<file path="src/design/cid_pkg.sv">
/*
 * Shared types and constants for the execute slice of the small 8-bit core:
 * opcodes, instruction and result carriers, widths and reset values.
 * Assumes the decoder upstream has already mapped raw opcodes onto cid_op_t.
 */
package cid_pkg;
	localparam int CID_DATA_W = 8;
	localparam int CID_ADDR_W = 5;
	localparam int CID_LIT_W = 9;
	localparam int CID_PC_W = 11;
	localparam int CID_STATUS_W = 8;
	localparam int CID_PAGE_HI = 6;
	localparam int CID_PAGE_LO = 5;
	localparam logic [7:0] CID_ACC_RST = 8'h00;
	localparam logic CID_ZERO_RST = 1'b0;
	localparam logic [7:0] CID_ONE = 8'h01;
	localparam logic [7:0] CID_ALL_ZERO = 8'h00;
	localparam logic CID_DEST_ACC = 1'b0;
	localparam logic CID_DEST_FILE = 1'b1;
	localparam int CID_NOP_CYCLES = 1;

	typedef enum logic [3:0] {
		CID_OP_NONE = 4'h0,
		CID_OP_DECREMENT_FILE = 4'h1,
		CID_OP_DECREMENT_SKIP_ZERO = 4'h2,
		CID_OP_INCREMENT_FILE = 4'h3,
		CID_OP_INCREMENT_SKIP_ZERO = 4'h4,
		CID_OP_JUMP_IMMEDIATE = 4'h5,
		CID_OP_OR_LITERAL_ACCUM = 4'h6,
		CID_OP_OR_ACCUM_FILE = 4'h7,
		CID_OP_STORE_ACCUM_FILE = 4'h8
	} cid_op_t;

	typedef enum logic [1:0] {
		CID_ST_RUN = 2'b01,
		CID_ST_NOP = 2'b10
	} cid_state_t;

	typedef struct packed {
		cid_op_t op;
		logic [CID_ADDR_W-1:0] fileAddr;
		logic destSel;
		logic [CID_LIT_W-1:0] literal;
	} cid_instr_t;

	typedef struct packed {
		logic en;
		logic [CID_ADDR_W-1:0] addr;
		logic [CID_DATA_W-1:0] data;
	} cid_fwrite_t;

	typedef struct packed {
		logic load;
		logic [CID_PC_W-1:0] target;
	} cid_pcload_t;

	typedef struct packed {
		logic upd;
		logic val;
	} cid_zero_t;
endpackage

</file>
<file path="src/design/cid_alu.sv">
/*
 * Combinational datapath: inc, dec, inclusive or and pass-through of the
 * accumulator, with zero detection and the skip decision.
 * Assumes operands are stable for the cycle in which the op is accepted.
 */
`timescale 1ns/1ns
module cid_alu
	import cid_pkg::*;
(
	input wire cid_op_t op,
	input wire logic [7:0] accum,
	input wire logic [7:0] fileData,
	input wire logic [7:0] literal8,
	output logic [7:0] result,
	output logic zeroUpd,
	output logic resultZero,
	output logic skipZero
);
	wire logic [7:0] incVal;
	wire logic [7:0] decVal;
	wire logic isDec;
	wire logic isInc;
	wire logic isOrLit;
	wire logic isOrFile;

	// 8-bit wrap, no carry or borrow is produced
	assign incVal = 8'(fileData + CID_ONE); // see (RULE13)
	assign decVal = 8'(fileData - CID_ONE); // see (RULE13)
	assign isDec = (op == CID_OP_DECREMENT_FILE) ||
		(op == CID_OP_DECREMENT_SKIP_ZERO);
	assign isInc = (op == CID_OP_INCREMENT_FILE) ||
		(op == CID_OP_INCREMENT_SKIP_ZERO);
	assign isOrLit = (op == CID_OP_OR_LITERAL_ACCUM);
	assign isOrFile = (op == CID_OP_OR_ACCUM_FILE);
	assign result = isDec ? decVal : // see (RULE1)
		isInc ? incVal : // see (RULE4)
		isOrLit ? (accum | literal8) : // see (RULE9)
		isOrFile ? (accum | fileData) : // see (RULE10)
		accum; // see (RULE11)
	assign resultZero = (result == CID_ALL_ZERO); // see (RULE12)
	// skip variants and the store leave every flag alone
	assign zeroUpd = (op == CID_OP_DECREMENT_FILE) || // see (RULE2)
		(op == CID_OP_INCREMENT_FILE) || isOrLit || isOrFile;
	assign skipZero = resultZero && // see (RULE3)
		((op == CID_OP_DECREMENT_SKIP_ZERO) ||
		(op == CID_OP_INCREMENT_SKIP_ZERO)); // see (RULE5)
endmodule

</file>
<file path="src/design/cid_pc_build.sv">
/*
 * Forms the paged jump target from the 9-bit immediate and the page
 * select bits of the status register.
 * Assumes status is the live status register value.
 */
`timescale 1ns/1ns
module cid_pc_build
	import cid_pkg::*;
(
	input wire logic [CID_LIT_W-1:0] literal,
	input wire logic [CID_STATUS_W-1:0] status,
	output logic [CID_PC_W-1:0] target
);
	assign target = {status[CID_PAGE_HI:CID_PAGE_LO], // see (RULE7)
		literal}; // see (RULE6)
endmodule

</file>
<file path="src/design/cid_exec.sv">
/*
 * Execute slice for inc/dec (with skip), paged jump, inclusive or and
 * accumulator store. Owns the accumulator and a copy of the zero flag.
 * Assumes the fetch unit presents one decoded instruction with the
 * addressed file register already read, honours instrReady, and drops
 * its prefetched word whenever discardFetch pulses.
 */
`timescale 1ns/1ns

// Notes on behaviour
// (RULE1) decrement file: f minus one to accumulator or file, zero flag set.
// (RULE2) decrement-skip: f minus one routed by destination, no flag change.
// (RULE3) decrement-skip zero result: drop prefetched word, run nop, two cycles.
// (RULE4) increment file: f plus one to accumulator or file, zero flag set.
// (RULE5) increment-skip: route sum, on zero drop prefetch and run nop.
// (RULE6) jump loads 9-bit immediate into pc bits 8 to 0.
// (RULE7) jump copies status bits 6 and 5 into pc bits 10 and 9.
// (RULE8) jump always taken, two cycles, no status bit touched.
// (RULE9) or literal: accumulator or 8-bit literal into accumulator, zero flag.
// (RULE10) or file: accumulator or f routed by destination, zero flag set.
// (RULE11) store accumulator into addressed file register, no flag change.
// (RULE12) zero flag set for all-zero result, cleared otherwise.
// (RULE13) increment and decrement wrap modulo 256, no carry or borrow.
module cid_exec
	import cid_pkg::*;
(
	input wire logic clk,
	input wire logic rstn,
	input wire logic instrValid,
	input wire cid_instr_t instrIn,
	input wire logic [CID_DATA_W-1:0] fileRdData,
	input wire logic [CID_STATUS_W-1:0] statusIn,
	output logic instrReady,
	output logic [CID_DATA_W-1:0] accumOut,
	output cid_zero_t zeroOut,
	output cid_fwrite_t fileWrOut,
	output cid_pcload_t pcLoadOut,
	output logic discardFetch
);
	cid_state_t stateReg;
	cid_state_t stateNext;
	logic readyReg;
	logic [7:0] accReg;
	logic [7:0] accNext;
	cid_zero_t zeroReg;
	cid_zero_t zeroNext;
	cid_fwrite_t fileWrReg;
	cid_fwrite_t fileWrNext;
	cid_pcload_t pcReg;
	cid_pcload_t pcNext;
	logic discardReg;
	logic discardNext;

	wire logic accept;
	wire logic isJump;
	wire logic isStore;
	wire logic isOrLit;
	wire logic fileOp;
	wire logic toFile;
	wire logic toAcc;
	wire logic twoCycle;
	wire logic [7:0] aluResult;
	wire logic aluZeroUpd;
	wire logic aluZero;
	wire logic aluSkip;
	wire logic [CID_PC_W-1:0] jumpTarget;

	cid_alu uAlu (
		.op(instrIn.op),
		.accum(accReg),
		.fileData(fileRdData),
		.literal8(instrIn.literal[CID_DATA_W-1:0]),
		.result(aluResult),
		.zeroUpd(aluZeroUpd),
		.resultZero(aluZero),
		.skipZero(aluSkip)
	);

	cid_pc_build uPc (
		.literal(instrIn.literal),
		.status(statusIn),
		.target(jumpTarget)
	);

	// nothing is taken while the nop slot of a two-cycle op runs
	assign accept = instrValid && (stateReg == CID_ST_RUN);
	assign isJump = (instrIn.op == CID_OP_JUMP_IMMEDIATE);
	assign isStore = (instrIn.op == CID_OP_STORE_ACCUM_FILE);
	assign isOrLit = (instrIn.op == CID_OP_OR_LITERAL_ACCUM);
	assign fileOp = (instrIn.op == CID_OP_DECREMENT_FILE) ||
		(instrIn.op == CID_OP_DECREMENT_SKIP_ZERO) ||
		(instrIn.op == CID_OP_INCREMENT_FILE) ||
		(instrIn.op == CID_OP_INCREMENT_SKIP_ZERO) ||
		(instrIn.op == CID_OP_OR_ACCUM_FILE);
	// destination routing by destSel; store always targets the file
	assign toFile = (fileOp && (instrIn.destSel == CID_DEST_FILE)) ||
		isStore; // see (RULE11)
	assign toAcc = (fileOp && (instrIn.destSel == CID_DEST_ACC)) ||
		isOrLit; // see (RULE9)
	assign twoCycle = isJump || aluSkip; // see (RULE8)

	assign accNext = (accept && toAcc) ? aluResult : accReg; // see (RULE1)
	assign fileWrNext.en = accept && toFile; // see (RULE10)
	assign fileWrNext.addr = instrIn.fileAddr;
	assign fileWrNext.data = aluResult; // see (RULE4)
	assign zeroNext.upd = accept && aluZeroUpd; // see (RULE2)
	assign zeroNext.val = zeroNext.upd ? aluZero : zeroReg.val; // see (RULE12)
	assign pcNext.load = accept && isJump; // see (RULE6)
	assign pcNext.target = pcNext.load ? jumpTarget : pcReg.target;
	assign discardNext = accept && twoCycle; // see (RULE3)

	always_comb begin
		case (stateReg)
			CID_ST_RUN: begin
				stateNext = discardNext ? CID_ST_NOP : CID_ST_RUN; // see (RULE5)
			end
			CID_ST_NOP: begin
				// exactly one nop slot follows a skip or a jump
				stateNext = CID_ST_RUN;
			end
			default: begin
				stateNext = CID_ST_RUN;
			end
		endcase
	end

	always_ff @(posedge clk) begin
		if (!rstn) begin
			stateReg <= CID_ST_RUN;
			readyReg <= 1'b1;
			discardReg <= 1'b0;
		end else begin
			stateReg <= stateNext;
			readyReg <= (stateNext == CID_ST_RUN);
			discardReg <= discardNext;
		end
	end

	always_ff @(posedge clk) begin
		if (!rstn) begin
			accReg <= CID_ACC_RST;
			zeroReg <= '{upd: 1'b0, val: CID_ZERO_RST};
		end else begin
			accReg <= accNext;
			zeroReg <= zeroNext;
		end
	end

	always_ff @(posedge clk) begin
		if (!rstn) begin
			fileWrReg <= '0;
			pcReg <= '0;
		end else begin
			fileWrReg <= fileWrNext;
			pcReg <= pcNext;
		end
	end

	assign instrReady = readyReg;
	assign accumOut = accReg;
	assign zeroOut = zeroReg;
	assign fileWrOut = fileWrReg;
	assign pcLoadOut = pcReg;
	assign discardFetch = discardReg;
endmodule

</file>
<file path="config.mk">
export PLATFORM = sky130hd
export DESIGN_NAME = cid_exec
export DESIGN_NICKNAME = d
export VERILOG_FILES = /design/src/design/cid_pkg.sv /design/src/design/cid_alu.sv /design/src/design/cid_pc_build.sv /design/src/design/cid_exec.sv
export SDC_FILE = /design/constraint.sdc
export NUM_CORES = 1
export LEC_CHECK = 0
export BUFFER_PORTS_ARGS = -buffer_cell sky130_fd_sc_hd__buf_2
export CORE_AREA = 4 4 100 64
export DETAILED_ROUTE_END_ITERATION = 7
export DIE_AREA = 0 0 104 68
export PLACE_DENSITY = 0.7
export SLEW_MARGIN = 20
export SYNTH_ARGS = -nofsm -noshare
export SYNTH_HDL_FRONTEND = slang
export SYNTH_SLANG_ARGS = --single-unit
</file>
<file path="constraint.sdc">
create_clock -name clk -period 2.2 [get_ports clk]
set_input_delay 0.22 -clock clk [delete_from_list [all_inputs] [get_ports clk]]
set_output_delay 0.22 -clock clk [all_outputs]
set_load 0.01 [all_outputs]
</file>
==> reports/qor.csv <==
metric,value,unit
clk_transition_reported_paths,0.08,ns
synth_area,2120,sq um
dieArea,7070,sq um
root_buffer,clkbuf_8,
cts_buffers,5,
power_frac_clock,35.7,%
syn2layout_area_growth,36.9,%
grt_overflow,0,
seq_power_share,43.7,%
async_flop_share,0,%
layout_commonest_cell,buf_2,
start_kind,input pin,
yosysSeqAreaShare,36.7,%
antenna_left,0,
internal_power,1230,uW
synth-edff-count,0,
wl_per_cell,15.1,microns
cts_tree,yes,
synth_seq_cells,39,
hpwl,4.83,mm
pin_count,76,
hp-class,input pin to flip-flop,
routabilityCongestion,0.944,
critPathKind,input pin to flip-flop,
combPwrFrac,20.5,%
p_sw_share,26.9,%
fin_crit_sh,96.8,%
powerDensity,581,nW/um^2
power.switching,455,uW
finalMaxSlewViolations,0,
drt_iter0_drc,95,
synth_top_area_cell,dfxtp_1,
die_w,104,microns
clock-sinks,39,
min_period,2.13,ns
final_cell_mix,"buf_2, dfxtp_1, buf_4",
finalSetupViolations,0,
fin_nets,375,
grt_setup_unrepaired,false,
grt_max_degree,36,
p_leak,0.00146,uW
synth_nets,274,
design_area,2910,sq um
io_buffers,69,
grt_pass1_wl,9.54,mm
fin_util,53.2,%
h-tree-depth,2,
max_slew.worst_pin.slew,0.431,ns
end_kind,flip-flop,
rr_startpoint,stateReg[0],
syn_inst,234,
coreArea,5470,sq um
placed_cell_area,2800,sq um
fmax,0.470,GHz
num_vias,2060,
cp_max_fo,4,
ys.flop_type,dfxtp_1,
grt_pass1_vias,1910,
antennaDiodeCount,0,
routed_wl,6.12,mm
cts_resized,0,
firstDrtPassIters,4,
die_h,68,microns
n_fill_cell,535,
viasPerCell,5.09,
initial_core_util,38.9,%
clockBufferDepth,2,
drc,0,
fp-row-count,21,
skew,0.00545,ns
maxCapViolCount,0,
synthTopCellsByArea,"dfxtp_1, mux2i_1, nor2b_1",
clk_latency,0.29,ns
cp.required,2.41,ns
arrival,2.34,ns
hp-start,instrIn[13],
drive_gt1_share,36.9,%
crit_start,fileRdData[0],
synth.distinct_cells,54,
multi_input_area,1260,sq um
status,completed,
synth_warnings,0,
relSlewSlack,71.2,%
syn_area_per_cell,9.08,sq um
track_usage,17.2,%
synth_top_area_share,36.7,%
antenna_found_initial,0,
cts_setup_buffers,0,
hold_viol_final,0,
regArea,781,sq um
peakVddDrop,0.000323,V
cts_hold_buf,0,
==> area by class of cell <==
cell class | count | share of cell area [%]
multi-input combinational | 178 | 43.3
clock buffer | 5 | 2.37
timing repair buffer | 107 | 22.5
inverter | 4 | 0.516
clock inverter | 3 | 1.51
tap | 69 | 2.97
sequential | 39 | 26.8
==> power by group through the flow <==
| stage | logic (uW) | clock network (uW) | registers [uW] |
|---|---|---|---|
| 4_1_cts | 346 | 620 | 739 |
| 6_report | 347 | 604 | 738 |
| 2_1_floorplan | 170 | 0 | 768 |
| 3_5_place_dp | 345 | 0 | 755 |
| 5_1_grt | 375 | 655 | 742 |
| 3_3_place_gp | 339 | 0 | 755 |
==> worst max-delay path, cell delays in order <==
cell and delay, ns:
buf_2 0.10, inv_1 0.09, ha_1 0.18, or3b_4 0.39, o31a_1 0.25, nor3_2 0.19
o311ai_1 0.12, or4_4 0.53, o31ai_2 0.26
==> flip-flops by register name (all words and copies together), names as in the netlist <==
signal,count
pcLoadOut,12
fileWrOut,14
stateReg,2
accumOut,8
discardFetch,1
zeroOut,2
==> synthesized netlist by cell type (all sizes together), types with 2 or more instances <==
library cell,number
nor2b,20
or2,4
o21bai,4
nand3b,2
nor2,20
o21a,2
o221ai,2
o211ai,4
xnor2,4
dfxtp,39
o32ai,2
ha,2
o211a,2
a21oi,8
xor2,2
inv,4
clkbuf,6
and3,2
mux2i,25
buf,7
o21ai,4
and2,13
nor3b,2
nor3,11
or4,3
nand2,10
a21o,3
nand2b,4
a31oi,2
nand3,3
o311ai,2
==> metal layers <==
metal  vias up  track usage, %  wire [microns]
met3         8            5.94             531
met1       952            23.3            3020
met2        68            26.6            2490
met4         0            3.98              83
li1       1032               -               -
met5         -               0               0
==> path summary, 6_finish.rpt <==
check                       end  slack [ns]  depth (start not counted)
setup / recovery     zeroOut[0]        0.07                          9
hold / removal    fileWrOut[11]        0.13                          2
setup reg to reg     zeroOut[0]        0.34                          6
hold reg to reg    pcLoadOut[2]        0.52                          2
==> kinds of logic after synthesis <==
family,synth area share (%)
xor gates and xnor gates,2.83
DFF,36.7
buffers and inverters,4.00
AOI/OAI and AO/OA,15.4
muxes,11.8
and+or+nand+nor,28.0
adders and majority gates,1.18
==> stage by stage <==
step	power [uW]	worst slack [ns]	instances	hold slack, ns	TNS, ns
finish	1690	0.0706	405	0.126	0
detailed placement	1100	-0.240	397	0.431	-0.629
floorplan	938	0.00957	234	0.347	0
global placement	1090	-0.152	397	0.425	-0.391
global route	1770	0.00124	405	0.108	0
CTS	1710	0.0721	405	0.119	0
No activity file was read; power rests on OpenSTA's default activity.
